==> src/include/tx_cfg_pkg.sv <==
// package: register map, field layout and carriers of the transmitter configuration bank
package tx_cfg_pkg;

  // register indices; byte address is four times the index
  localparam logic [7:0]  IDX_DRIVER_MODE  = 8'h28;
  localparam logic [7:0]  IDX_CARRIER_AMP  = 8'h29;
  localparam logic [7:0]  IDX_MOD_CONTROL  = 8'h2a;
  localparam logic [7:0]  IDX_OS_LOAD_TRIM = 8'h2b;
  localparam logic [11:0] ADDR_DRIVER_MODE  = {2'h0, IDX_DRIVER_MODE, 2'h0};
  localparam logic [11:0] ADDR_CARRIER_AMP  = {2'h0, IDX_CARRIER_AMP, 2'h0};
  localparam logic [11:0] ADDR_MOD_CONTROL  = {2'h0, IDX_MOD_CONTROL, 2'h0};
  localparam logic [11:0] ADDR_OS_LOAD_TRIM = {2'h0, IDX_OS_LOAD_TRIM, 2'h0};

  // reset values
  localparam logic [7:0] RST_DRIVER_MODE  = 8'h00;
  localparam logic [7:0] RST_CARRIER_AMP  = 8'h00;
  localparam logic [7:0] RST_MOD_CONTROL  = 8'h00;
  localparam logic [7:0] RST_OS_LOAD_TRIM = 8'h00;

  // writable bits; reserved bits stay zero
  localparam logic [7:0] WMASK_DRIVER_MODE  = 8'hcf;
  localparam logic [7:0] WMASK_CARRIER_AMP  = 8'hdf;
  localparam logic [7:0] WMASK_MOD_CONTROL  = 8'hff;
  localparam logic [7:0] WMASK_OS_LOAD_TRIM = 8'hff;

  // field positions
  localparam int DM_INV_TWO   = 7;
  localparam int DM_INV_ONE   = 6;
  localparam int DM_ENABLE    = 3;
  localparam int DM_MODE_LSB  = 0;
  localparam int AMP_LVL_LSB  = 6;
  localparam int AMP_RES_LSB  = 0;
  localparam int MC_OS2_LSB   = 4;
  localparam int MC_CW_MAX    = 3;
  localparam int MC_INVERT    = 2;
  localparam int MC_SEL_LSB   = 0;
  localparam int LT_OS1_LSB   = 4;
  localparam int LT_TRIM_LSB  = 0;

  // driver output mode codes; 3'h3, 3'h6 and 3'h7 are unsupported
  localparam logic [2:0] MODE_HIGH_Z     = 3'h0;
  localparam logic [2:0] MODE_OPEN_DRAIN = 3'h1;
  localparam logic [2:0] MODE_PUSH_PULL  = 3'h2;
  localparam logic [2:0] MODE_FIX_LOW    = 3'h4;
  localparam logic [2:0] MODE_FIX_HIGH   = 3'h5;

  // modulation source codes
  localparam logic [1:0] SRC_NONE     = 2'h0;
  localparam logic [1:0] SRC_ENVELOPE = 2'h1;
  localparam logic [1:0] SRC_EXTERNAL = 2'h2;

  typedef struct packed {
    logic [1:0] level_reduction;
    logic       cw_max;
    logic [4:0] residual_carrier;
  } amplitude_cfg_t;

  typedef struct packed {
    logic [3:0] first_overshoot_value;
    logic [3:0] second_overshoot_length;
    logic [3:0] load_current_trim;
  } overshoot_cfg_t;

  typedef enum logic [1:0] {OS_IDLE, OS_MOD, OS_EXTEND} os_state_t;

endpackage

==> src/design/driver_stage.sv <==
// one transmitter driver pin: inversion, enable and output mode
`timescale 1ns/1ps
module driver_stage
(
  input  wire logic       pclk,
  input  wire logic       presetn,
  input  wire logic       level,
  input  wire logic       invert,
  input  wire logic       enable,
  input  wire logic [2:0] mode,
  output logic            pin_out,
  output logic            pin_oe
);

  logic data;

  assign data = level ^ invert;

  always_ff @(posedge pclk or negedge presetn)
  begin
    if (!presetn)
    begin
      pin_out <= 1'b0;
      pin_oe  <= 1'b0;
    end
    else if (!enable)
    begin
      pin_out <= 1'b0;
      pin_oe  <= 1'b0;
    end
    else
    begin
      case (mode)
        tx_cfg_pkg::MODE_OPEN_DRAIN:
        begin
          pin_out <= 1'b0;
          pin_oe  <= ~data;
        end
        tx_cfg_pkg::MODE_PUSH_PULL:
        begin
          pin_out <= data;
          pin_oe  <= 1'b1;
        end
        tx_cfg_pkg::MODE_FIX_LOW:
        begin
          pin_out <= 1'b0;
          pin_oe  <= 1'b1;
        end
        tx_cfg_pkg::MODE_FIX_HIGH:
        begin
          pin_out <= 1'b1;
          pin_oe  <= 1'b1;
        end
        // unsupported codes float the pin rather than fight the antenna
        default:
        begin
          pin_out <= 1'b0;
          pin_oe  <= 1'b0;
        end
      endcase
    end
  end

endmodule

==> src/design/transmitter_config_regs.sv <==
// transmitter configuration register bank with apb slave and driver control
//
// Function
// - bit 7 of driver mode inverts the second driver pin output.
// - bit 6 of driver mode inverts the first driver pin output.
// - driver enable bit 3 enables both driver pins together.
// - mode bits 2..0 pick open drain, push-pull, high-z, fixed high or low.
// - level reduction bits 7..6 choose 100, 250, 500 or 1000 mV reduction.
// - maximum amplitude bit 3 forces full carrier and ignores level reduction.
// - bits 4..0 of amplitude register set residual carrier percentage.
// - modulation invert bit 2 inverts the selected modulation signal.
// - source select: none, internal envelope, external input, reserved.
// - bits 7..4 of modulation control give extra modulation carrier clocks.
// - bits 7..4 of load register feed the first overshoot timer.
// - bits 3..0 of load register hold the load current trim.
`timescale 1ns/1ps
module transmitter_config_regs
(
  input  wire logic                       pclk,
  input  wire logic                       presetn,
  input  wire logic                       psel,
  input  wire logic                       penable,
  input  wire logic                       pwrite,
  input  wire logic [11:0]                paddr,
  input  wire logic [31:0]                pwdata,
  output logic      [31:0]                prdata,
  output logic                            pready,
  output logic                            pslverr,
  input  wire logic                       carrier_in,
  input  wire logic                       carrier_tick,
  input  wire logic                       internal_transmit_envelope,
  input  wire logic                       external_modulation_in,
  output logic                            driver_pin_one_out,
  output logic                            driver_pin_one_oe,
  output logic                            driver_pin_two_out,
  output logic                            driver_pin_two_oe,
  output logic                            modulation_out,
  output tx_cfg_pkg::amplitude_cfg_t      amplitude_cfg,
  output tx_cfg_pkg::overshoot_cfg_t      overshoot_cfg
);

  //////////////////////////////////////////////////////////////////////////////
  // register storage

  logic [7:0] driver_mode;
  logic [7:0] carrier_amplitude;
  logic [7:0] modulation_control;
  logic [7:0] overshoot_and_load_trim;

  //////////////////////////////////////////////////////////////////////////////
  // apb decode

  logic       hit;
  logic       setup;
  logic       access;
  logic       wr;
  logic [7:0] wbyte;
  logic [7:0] rd_mux;

  assign setup  = psel & ~penable;
  assign access = psel & penable;
  assign wr     = access & pwrite;
  assign wbyte  = pwdata[7:0];

  always_comb
  begin
    hit    = 1'b1;
    rd_mux = 8'h00;
    case (paddr)
      tx_cfg_pkg::ADDR_DRIVER_MODE:  rd_mux = driver_mode;
      tx_cfg_pkg::ADDR_CARRIER_AMP:  rd_mux = carrier_amplitude;
      tx_cfg_pkg::ADDR_MOD_CONTROL:  rd_mux = modulation_control;
      tx_cfg_pkg::ADDR_OS_LOAD_TRIM: rd_mux = overshoot_and_load_trim;
      default:                       hit    = 1'b0;
    endcase
  end

  // zero wait states; unmapped addresses answer with an error
  assign pready  = 1'b1;
  assign pslverr = access & ~hit;

  // read data is latched in the setup phase so it comes from a flop
  always_ff @(posedge pclk or negedge presetn)
  begin
    if (!presetn)
      prdata <= 32'h0000_0000;
    else if (setup)
      prdata <= {24'h00_0000, rd_mux};
  end

  //////////////////////////////////////////////////////////////////////////////
  // register writes

  always_ff @(posedge pclk or negedge presetn)
  begin
    if (!presetn)
      driver_mode <= tx_cfg_pkg::RST_DRIVER_MODE;
    else if (wr && paddr == tx_cfg_pkg::ADDR_DRIVER_MODE)
      driver_mode <= wbyte & tx_cfg_pkg::WMASK_DRIVER_MODE;
  end

  always_ff @(posedge pclk or negedge presetn)
  begin
    if (!presetn)
      carrier_amplitude <= tx_cfg_pkg::RST_CARRIER_AMP;
    else if (wr && paddr == tx_cfg_pkg::ADDR_CARRIER_AMP)
      carrier_amplitude <= wbyte & tx_cfg_pkg::WMASK_CARRIER_AMP;
  end

  always_ff @(posedge pclk or negedge presetn)
  begin
    if (!presetn)
      modulation_control <= tx_cfg_pkg::RST_MOD_CONTROL;
    else if (wr && paddr == tx_cfg_pkg::ADDR_MOD_CONTROL)
      modulation_control <= wbyte & tx_cfg_pkg::WMASK_MOD_CONTROL;
  end

  always_ff @(posedge pclk or negedge presetn)
  begin
    if (!presetn)
      overshoot_and_load_trim <= tx_cfg_pkg::RST_OS_LOAD_TRIM;
    else if (wr && paddr == tx_cfg_pkg::ADDR_OS_LOAD_TRIM)
      overshoot_and_load_trim <= wbyte & tx_cfg_pkg::WMASK_OS_LOAD_TRIM;
  end

  //////////////////////////////////////////////////////////////////////////////
  // field extraction

  logic       driver_two_invert;
  logic       driver_one_invert;
  logic       drivers_enable;
  logic [2:0] driver_output_mode;
  logic [1:0] carrier_level_reduction;
  logic       cw_max;
  logic       modulation_invert;
  logic [1:0] modulation_source_select;
  logic [3:0] second_overshoot_length;

  assign driver_two_invert        = driver_mode[tx_cfg_pkg::DM_INV_TWO];
  assign driver_one_invert        = driver_mode[tx_cfg_pkg::DM_INV_ONE];
  assign drivers_enable           = driver_mode[tx_cfg_pkg::DM_ENABLE];
  assign driver_output_mode       = driver_mode[tx_cfg_pkg::DM_MODE_LSB +: 3];
  assign carrier_level_reduction  = carrier_amplitude[tx_cfg_pkg::AMP_LVL_LSB +: 2];
  assign cw_max                   = modulation_control[tx_cfg_pkg::MC_CW_MAX];
  assign modulation_invert        = modulation_control[tx_cfg_pkg::MC_INVERT];
  assign modulation_source_select = modulation_control[tx_cfg_pkg::MC_SEL_LSB +: 2];
  assign second_overshoot_length  = modulation_control[tx_cfg_pkg::MC_OS2_LSB +: 4];

  //////////////////////////////////////////////////////////////////////////////
  // configuration handed to the analog driver

  // maximum amplitude wins; the reduction code is masked so the analog side
  // never sees a stale setting
  assign amplitude_cfg.cw_max           = cw_max;
  assign amplitude_cfg.level_reduction  = cw_max ? 2'h0 : carrier_level_reduction;
  assign amplitude_cfg.residual_carrier =
    carrier_amplitude[tx_cfg_pkg::AMP_RES_LSB +: 5];

  assign overshoot_cfg.first_overshoot_value =
    overshoot_and_load_trim[tx_cfg_pkg::LT_OS1_LSB +: 4];
  assign overshoot_cfg.load_current_trim =
    overshoot_and_load_trim[tx_cfg_pkg::LT_TRIM_LSB +: 4];
  assign overshoot_cfg.second_overshoot_length = second_overshoot_length;

  //////////////////////////////////////////////////////////////////////////////
  // modulation source

  logic mod_src;
  logic mod_sig;

  always_comb
  begin
    case (modulation_source_select)
      tx_cfg_pkg::SRC_ENVELOPE: mod_src = internal_transmit_envelope;
      tx_cfg_pkg::SRC_EXTERNAL: mod_src = external_modulation_in;
      default:                  mod_src = 1'b0;
    endcase
  end

  assign mod_sig = mod_src ^ modulation_invert;

  //////////////////////////////////////////////////////////////////////////////
  // overshoot extension: modulation is held for a number of carrier clocks
  // after the source releases it

  tx_cfg_pkg::os_state_t os_state;
  tx_cfg_pkg::os_state_t next_os_state;
  logic [3:0]            os_count;
  logic [3:0]            next_os_count;

  always_comb
  begin
    next_os_state = os_state;
    next_os_count = os_count;
    case (os_state)
      tx_cfg_pkg::OS_IDLE:
      begin
        if (mod_sig)
          next_os_state = tx_cfg_pkg::OS_MOD;
      end
      tx_cfg_pkg::OS_MOD:
      begin
        if (!mod_sig && second_overshoot_length == 4'h0)
          next_os_state = tx_cfg_pkg::OS_IDLE;
        else if (!mod_sig)
        begin
          next_os_state = tx_cfg_pkg::OS_EXTEND;
          next_os_count = second_overshoot_length;
        end
      end
      tx_cfg_pkg::OS_EXTEND:
      begin
        if (mod_sig)
          next_os_state = tx_cfg_pkg::OS_MOD;
        else if (carrier_tick && os_count == 4'h1)
          next_os_state = tx_cfg_pkg::OS_IDLE;
        else if (carrier_tick)
          next_os_count = os_count - 4'h1;
      end
      default:
        next_os_state = tx_cfg_pkg::OS_IDLE;
    endcase
  end

  always_ff @(posedge pclk or negedge presetn)
  begin
    if (!presetn)
      os_state <= tx_cfg_pkg::OS_IDLE;
    else
      os_state <= next_os_state;
  end

  always_ff @(posedge pclk or negedge presetn)
  begin
    if (!presetn)
      os_count <= 4'h0;
    else
      os_count <= next_os_count;
  end

  always_ff @(posedge pclk or negedge presetn)
  begin
    if (!presetn)
      modulation_out <= 1'b0;
    else
      modulation_out <= (next_os_state != tx_cfg_pkg::OS_IDLE);
  end

  //////////////////////////////////////////////////////////////////////////////
  // driver pins

  driver_stage u_driver_one
  (
    .pclk    (pclk),
    .presetn (presetn),
    .level   (carrier_in),
    .invert  (driver_one_invert),
    .enable  (drivers_enable),
    .mode    (driver_output_mode),
    .pin_out (driver_pin_one_out),
    .pin_oe  (driver_pin_one_oe)
  );

  driver_stage u_driver_two
  (
    .pclk    (pclk),
    .presetn (presetn),
    .level   (carrier_in),
    .invert  (driver_two_invert),
    .enable  (drivers_enable),
    .mode    (driver_output_mode),
    .pin_out (driver_pin_two_out),
    .pin_oe  (driver_pin_two_oe)
  );

  //////////////////////////////////////////////////////////////////////////////
  // checks

  AST_INV_TWO: assert property (@(posedge pclk) disable iff (!presetn)
    (drivers_enable && driver_output_mode == tx_cfg_pkg::MODE_PUSH_PULL
     && driver_two_invert)
    |=> driver_pin_two_out == !$past(carrier_in))
    else $error("second driver pin not inverted");

  AST_INV_ONE: assert property (@(posedge pclk) disable iff (!presetn)
    (drivers_enable && driver_output_mode == tx_cfg_pkg::MODE_PUSH_PULL)
    |=> driver_pin_one_out == ($past(carrier_in) ^ $past(driver_one_invert)))
    else $error("first driver pin level wrong");

  AST_ENABLE: assert property (@(posedge pclk) disable iff (!presetn)
    !drivers_enable |=> !driver_pin_one_oe && !driver_pin_two_oe)
    else $error("driver pin driven while disabled");

  AST_MODE: assert property (@(posedge pclk) disable iff (!presetn)
    (drivers_enable && driver_output_mode == tx_cfg_pkg::MODE_FIX_HIGH)
    |=> driver_pin_one_out && driver_pin_one_oe && driver_pin_two_out
        && driver_pin_two_oe)
    else $error("fixed high mode not driven");

  AST_CW_MAX: assert property (@(posedge pclk) disable iff (!presetn)
    (wr && paddr == tx_cfg_pkg::ADDR_MOD_CONTROL && pwdata[tx_cfg_pkg::MC_CW_MAX])
    |=> amplitude_cfg.cw_max && amplitude_cfg.level_reduction == 2'h0)
    else $error("maximum amplitude does not override reduction");

  AST_RESIDUAL: assert property (@(posedge pclk) disable iff (!presetn)
    (wr && paddr == tx_cfg_pkg::ADDR_CARRIER_AMP)
    |=> amplitude_cfg.residual_carrier == $past(pwdata[4:0]))
    else $error("residual carrier not updated");

  AST_MOD_FOLLOW: assert property (@(posedge pclk) disable iff (!presetn)
    mod_sig |=> modulation_out)
    else $error("modulation output missed its source");

  AST_NO_SOURCE: assert property (@(posedge pclk) disable iff (!presetn)
    (os_state == tx_cfg_pkg::OS_IDLE && !modulation_invert
     && modulation_source_select == tx_cfg_pkg::SRC_NONE)
    |=> !modulation_out)
    else $error("modulation without a source");

  AST_EXTEND_END: assert property (@(posedge pclk) disable iff (!presetn)
    (os_state == tx_cfg_pkg::OS_EXTEND && !mod_sig && carrier_tick
     && os_count == 4'h1)
    |=> !modulation_out && os_state == tx_cfg_pkg::OS_IDLE)
    else $error("overshoot extension did not end");

  AST_EXTEND_HOLD: assert property (@(posedge pclk) disable iff (!presetn)
    (os_state == tx_cfg_pkg::OS_MOD && !mod_sig && second_overshoot_length != 4'h0)
    |=> modulation_out && os_count == $past(second_overshoot_length))
    else $error("overshoot extension not started");

  AST_TRIM: assert property (@(posedge pclk) disable iff (!presetn)
    (wr && paddr == tx_cfg_pkg::ADDR_OS_LOAD_TRIM)
    |=> overshoot_cfg.load_current_trim == $past(pwdata[3:0])
        && overshoot_cfg.first_overshoot_value == $past(pwdata[7:4]))
    else $error("load register fields not updated");

  AST_RESERVED: assert property (@(posedge pclk) disable iff (!presetn)
    (setup && (paddr == tx_cfg_pkg::ADDR_DRIVER_MODE
               || paddr == tx_cfg_pkg::ADDR_CARRIER_AMP))
    |=> prdata[31:8] == 24'h00_0000
        && (prdata[7:0] & ($past(paddr) == tx_cfg_pkg::ADDR_DRIVER_MODE ? 8'h30 : 8'h20))
           == 8'h00)
    else $error("reserved bits read nonzero");

endmodule

==> config.mk <==
export PLATFORM = sky130hd
export DESIGN_NAME = transmitter_config_regs
export DESIGN_NICKNAME = d
export VERILOG_FILES = /design/src/include/tx_cfg_pkg.sv /design/src/design/driver_stage.sv /design/src/design/transmitter_config_regs.sv
export SDC_FILE = /design/constraint.sdc
export NUM_CORES = 1
export LEC_CHECK = 0
export BUFFER_PORTS_ARGS = -buffer_cell sky130_fd_sc_hd__buf_4
export CORE_MARGIN = 2
export CORE_UTILIZATION = 52
export DETAILED_ROUTE_END_ITERATION = 12
export MAX_ROUTING_LAYER = met4
export PLACE_DENSITY = 0.85
export SLEW_MARGIN = 40
export SYNTH_ARGS = -nofsm -noshare
export SYNTH_HDL_FRONTEND = slang
export SYNTH_HIERARCHICAL = 1
export SYNTH_SLANG_ARGS = --single-unit
==> constraint.sdc <==
create_clock -name pclk -period 2.7 [get_ports pclk]
set_input_delay 0.54 -clock pclk [delete_from_list [all_inputs] [get_ports pclk]]
set_output_delay 0.54 -clock pclk [all_outputs]
set_load 0.01 [all_outputs]
### Word level (Yosys, flattened, before mapping)

Cells that the tools add are included.

* mux-type cells: 24
* reductions and logical operators: 14
* bitwise logic cells: 11
* $add $sub $neg: 1
* equal/unequal tests: 18

Operators with widths (number)
* 12-bit by 8-bit == test with 1-bit output, second input constant: 4
* 8-bit one-hot mux with 4 select lines: 1
* 4-bit two-way mux: 5
* 2-bit two-way mux: 6
* 2-bit != test, second input constant: 5
* 1-bit one-hot mux with 2 select lines: 5
* 4-bit one-hot mux with 2 select lines: 1
* 3-bit == test, second input constant: 2
* 1-bit logical AND: 6
* 2-bit one-hot mux with 3 select lines: 1
* 6-bit AND reduction: 1
* 1-bit two-way mux: 5
* 1-bit bitwise AND: 4
* 2-bit by 1-bit == test with 1-bit output, second input constant: 2
* 2-bit == test, second input constant: 2
* 4-bit by 1-bit == test with 1-bit output, second input constant: 1
* 4-bit logical NOT: 1
* 1-bit inverter: 4
* 2-bit nonzero test: 2
* 4-bit OR reduction: 1
* 4-bit by 1-bit subtractor with 4-bit output, second input constant: 1
* 3-bit by 1-bit == test with 1-bit output, second input constant: 1
* 3-bit by 2-bit == test with 1-bit output, second input constant: 1
* 3-bit OR reduction: 1
* 3 further kinds: 5

* register bits: 48
* input port bits: 53
* output and inout bits: 59

### Longest topological paths before layout

* depth after elaboration: 8
* mapped depth: 6
* mapped depth without buffers: 6

### Cells and area by module

The synthesis kept the hierarchy.

Modules (own cells, without submodules)
* transmitter_config_regs: cells an instance 214, times used 1, area an instance 2508.7 um2, sequential area each 1101.1 um2
* driver_stage: cells an instance 10, times used 2, area an instance 115.1 um2, sequential area each 50.0 um2

### Least setup slack after synthesis

Ideal clock, no wire load.

* path kind: in2reg
* start: in paddr[9]
* end: reg overshoot_and_load_trim[0]
* buffers on the path: 1
* library setup time: 0.125 ns
* slack: 0.814 ns
* stages on the path: 5
* data arrival time: 1.761 ns
* cell sequence: nor4_4 nand4_2 or3_1 buf_6 mux2_4

* word-level cells in the longest chain between the ends: 2

Ends and longest elaborated chain
* start: declaration: line transmitter_config_regs.sv:24 `input wire logic [11:0] paddr,`
* 12-bit by 8-bit == test with 1-bit output: line transmitter_config_regs.sv:122 `else if (wr && paddr == tx_cfg_pkg::ADDR_OS_LOAD_TRIM)`
* 1-bit logical AND: line transmitter_config_regs.sv:122
* end signal: assignment: line transmitter_config_regs.sv:121 `overshoot_and_load_trim <= tx_cfg_pkg::RST_OS_LOAD_TRIM;`
* end signal: assignment: line transmitter_config_regs.sv:123 `overshoot_and_load_trim <= wbyte & tx_cfg_pkg::WMASK_OS_LOAD_TRIM;`
* end: declaration: line transmitter_config_regs.sv:48 `logic [7:0] overshoot_and_load_trim;`

No other way between the ends.
A chain may end at the register's enable or synchronous reset.

### Final worst setup path

Ends and elaborated chain as after synthesis.

==> results.txt <==
- In this run the static leakage power is 1.60 nW.
* Layout-stage area growth over the synthesis result: 16.5%
- In the global route stage, met1 resource usage came out at 0.242.
- Row count: 26
* Combinational cell fraction of total power: 0.076
* Worst-path cell chain: buf_4, nor4_4, nand4_2, or3_1, mux2_4
- From left edge to right edge, the die measures 76.6 um.
* Total vias in the final route: 1871
* Number of hold buffers added after cts: 0
* Tot GR Track Use: 0.191
- Die Area: a little under 0.006 sq mm
- Cell Count Post-Placement: between 300 and 400
- After global routing the overflow that remains totals 0.
- Clock tree synthesis found a total of 48 sinks.
* Ratio of final minimum period to clock period: 0.753
* Diode insertion count for antenna repair: 0
- The number of different library cells used by synthesis comes to 45.
- Post-layout instance area: 0.00319 sq mm
- The setup path with the least slack is of type primary input to flip-flop.
- Areal power density over the cells: 392 mW/mm^2
* Standard cell area after detailed placement: 0.00310 sq mm
* Initial antenna violation count: 0
- The tool flagged a number of max-cap violations equal to 0.
- WL per Instance: 14.6 um
* Number of synthesized register bits: between 40 and 50
- In the global route stage, met2 resource usage came out at 0.310.
- Crit. End Element: flip-flop
- Number of slew-limit violations in the final report: 0
- For this configuration, the core starts out at a cell density of 0.536.
* Post-route DRC violation count: 0
- From bottom edge to top edge, the die measures 76.6 um.
* Relative max-transition margin: 0.583
* Part of the power in registers: 0.575
* Fillers: 415
- The count of cells in the finished layout, fillers not included, comes to 359.
- GR Layer Usage met3: 0.0391
- Cell count after synthesis: 234
- Internal Pwr Total: about 960 uW
* TNS Setup: 0 ns
* Wire length of the first global-routing pass: 8580 um
* Detailed-routing iteration count for the pre-antenna-repair pass: 4
- Post-synthesis cell area: 0.00274 sq mm
- Clock skew on the completed layout was measured at 0.00542 ns.
- Category of the worst setup path launch point: primary input
- Minimum setup slack after placement: 0.340 ns
- The run finished with clean final reports.
- STA puts the critical path data required time at 2.89 ns.
- Along the worst path, the maximum fanout reaches 8.
- During placement, the flow inserted port buffers numbering 62.
- Yosys mapped a number of flops with a built-in enable equal to 0.
- Setup repair after global routing left no endpoint under its margin.
* Min Clock Period, post-route: around 2.0 ns
* Placeable Area: 0.00511 sq mm
- Fin. Hold Viols: 0
- Tot Pwr: 1.25 mW
- GP Congestion: 0.813
- The most used flip-flop cell after synthesis is dfrtp_1.
* Cell at the root of the clock tree: clkbuf_8
- Maximum number of pins on one net before global-route repair: between 40 and 50
- Register clock-pin slew on the reported worst setup and hold paths: 0.08 ns
* Number of H-tree levels: 2
- The share of total power dissipated in the clock network is 0.348.
* Class of the worst hold path: primary input to asynchronous set/reset pin
* Mean instance size in the synthesized netlist: between 10 and 15 sq um
- Switching share of power: 0.231
- Wire length reported by the detailed router: 5240 um
- Setup bufs post-CTS: 0
- Peak per-stage delay on the critical path: 0.64 ns
- CTS Buf Count: 5
- Master of the slowest instance on the critical path: or3_1
- Via count of the first global-routing pass: 1784
- Arrival time at the worst endpoint: 2.22 ns
* Fraction of final layout cells sized beyond drive strength 1: 0.394
* Setup-failing EPs final: 0
- In this run the power spent charging and discharging nets is roughly 290 uW.
* Iteration-0 DRC Markers: 84
* Clock tree from TritonCTS: built
- Counting cells, the worst reg-to-reg path comes to 5.
* Peak supply drop: 0.266 mV
- Post-CTS Resized: 0
- For the pin with the worst max-slew slack, the measured transition is 0.624 ns.
* Net count, final: 345
- Clk buf depth: 2
- Fmax: between 0.4 and 0.5 GHz
* Post-synth ARST share: 1.00
- Grt peak-use layer: met2
* Detail Placement HPWL: 4010 um
* Worst-Skew Late Latency: 0.30 ns
- Detailed-route vias per instance: 5.21
- Yosys printed 6 warnings.
- After layout, the worst setup slack is 0.666 ns.
* Share of synthesized area occupied by flip-flops and latches: 0.439
- Routed Antenna Nets: 0
- 112 I/O pins were placed.
cell type report:
| cell class | count | area [sq um] | area share |
|---|---|---|---|
| multi-input combinational | 154 | 1270 | 0.398 |
| clock buffer | 6 | 82.6 | 0.0259 |
| clock inverter | 2 | 10.0 | 0.00314 |
| tap | 70 | 87.6 | 0.0275 |
| timing repair buffer | 65 | 488 | 0.153 |
| inverter | 14 | 52.6 | 0.0165 |
| sequential | 48 | 1200 | 0.376 |
worst paths after layout:
check                                             end                  start  slack, ns
max                        overshoot_and_load_trim[0]               paddr[9]       0.67
min                                    modulation_out                presetn       0.24
max reg2reg                               os_count[1]  modulation_control[0]       0.79
min reg2reg                                 prdata[4]              prdata[4]       0.49
max in group asynchronous              driver_mode[1]                presetn       2.06
min in group pclk          overshoot_and_load_trim[5]              pwdata[5]       0.47
power groups by stage:
stage	Combinational, mW	Sequential [mW]	Clock, mW
2_1_floorplan	0.0650	0.734	0
3_3_place_gp	0.0953	0.734	0
3_5_place_dp	0.0966	0.734	0
6_report	0.0955	0.719	0.435
5_1_grt	0.107	0.720	0.472
4_1_cts	0.0968	0.719	0.445
per-layer routing:
metal / routed length, um / vias up
li1: - / 871
met1: 2270 / 916
met5: 0 / -
met4: 53 / 0
met3: 287 / 6
met2: 2630 / 78
cells by family (layout without fill, tap and decap cells):
logic type	count (synthesis)	after routing	synth area share
AOI/OAI and AO/OA	29	29	0.0653
DFF	48	48	0.439
buffers and inverters	55	87	0.130
and+or+nand+nor	54	54	0.133
other	2	25	0.00274
xor gates and xnor gates	4	4	0.0128
muxes	38	38	0.199
adders and majority gates	4	4	0.0183
cells in the final DEF (no fill, tap or decap), types with 4 or more instances in the layout:
| master | netlist | final |
|---|---|---|
| conb_1 | 2 | 25 |
| buf_4 | 35 | 65 |
| ha_1 | 4 | 4 |
| nand3b_1 | 5 | 5 |
| or3_1 | 4 | 4 |
| mux2_2 | 16 | 16 |
| o21ai_0 | 10 | 10 |
| inv_1 | 14 | 14 |
| a21oi_1 | 4 | 4 |
| mux4_2 | 6 | 6 |
| dfrtp_1 | 48 | 48 |
| nor2b_1 | 5 | 5 |
| nand2_1 | 14 | 14 |
| clkbuf_8 | 0 | 6 |
| mux2_4 | 14 | 14 |
worst max-delay path: cells and delay by family:
| kind | cells | cell delay [ns] |
|---|---|---|
| muxes | 1 | 0.39 |
| and+or+nand+nor | 3 | 1.18 |
| buffers and inverters | 1 | 0.12 |
sequential cells by signal, summed over array words and instances, names as in the netlist:
signal                   count
u_driver_two/pin_out         1
u_driver_one/pin_oe          1
carrier_amplitude            7
modulation_out               1
modulation_control           8
os_state                     2
u_driver_two/pin_oe          1
u_driver_one/pin_out         1
prdata                       8
os_count                     4
driver_mode                  6
overshoot_and_load_trim      8
per-stage QoR:
stage	hold WS, ns	utilization
3_3_place_gp	0.465	0.607
6_report	0.240	0.625
2_1_floorplan	0.244	-
3_5_place_dp	0.477	0.607
4_1_cts	0.257	0.625
5_1_grt	0.284	0.625
synthesized netlist by cell type (2+ instances only):
| cell type | number | share of area |
|---|---|---|
| mux2i_1 | 2 | 0.0073 |
| conb_1 | 2 | 0.0027 |
| buf_4 | 35 | 0.096 |
| nor2b_1 | 5 | 0.011 |
| buf_2 | 2 | 0.0037 |
| a21oi_1 | 4 | 0.0073 |
| o21ai_1 | 2 | 0.0037 |
| o22ai_1 | 2 | 0.0046 |
| or3_1 | 4 | 0.0091 |
| nand4b_1 | 2 | 0.0064 |
| mux2_2 | 16 | 0.066 |
| xor2_1 | 2 | 0.0064 |
| nor2_1 | 3 | 0.0041 |
| nand3b_1 | 5 | 0.014 |
| dfrtp_1 | 48 | 0.44 |
| and3_1 | 3 | 0.0069 |
| o21ai_0 | 10 | 0.018 |
| nor3_2 | 2 | 0.0073 |
| mux2_4 | 14 | 0.077 |
| clkbuf_1 | 2 | 0.0027 |
| ha_1 | 4 | 0.018 |
| nand2b_1 | 3 | 0.0069 |
| nand3_1 | 2 | 0.0037 |
| inv_1 | 14 | 0.019 |
| nand2_1 | 14 | 0.019 |
| a41oi_1 | 2 | 0.0064 |
| mux4_2 | 6 | 0.049 |
| o211ai_1 | 3 | 0.0082 |
| xnor2_1 | 2 | 0.0064 |
| buf_6 | 2 | 0.0082 |
| nand4bb_1 | 3 | 0.012 |
Note: power is estimated with default switching activity, not from simulation.
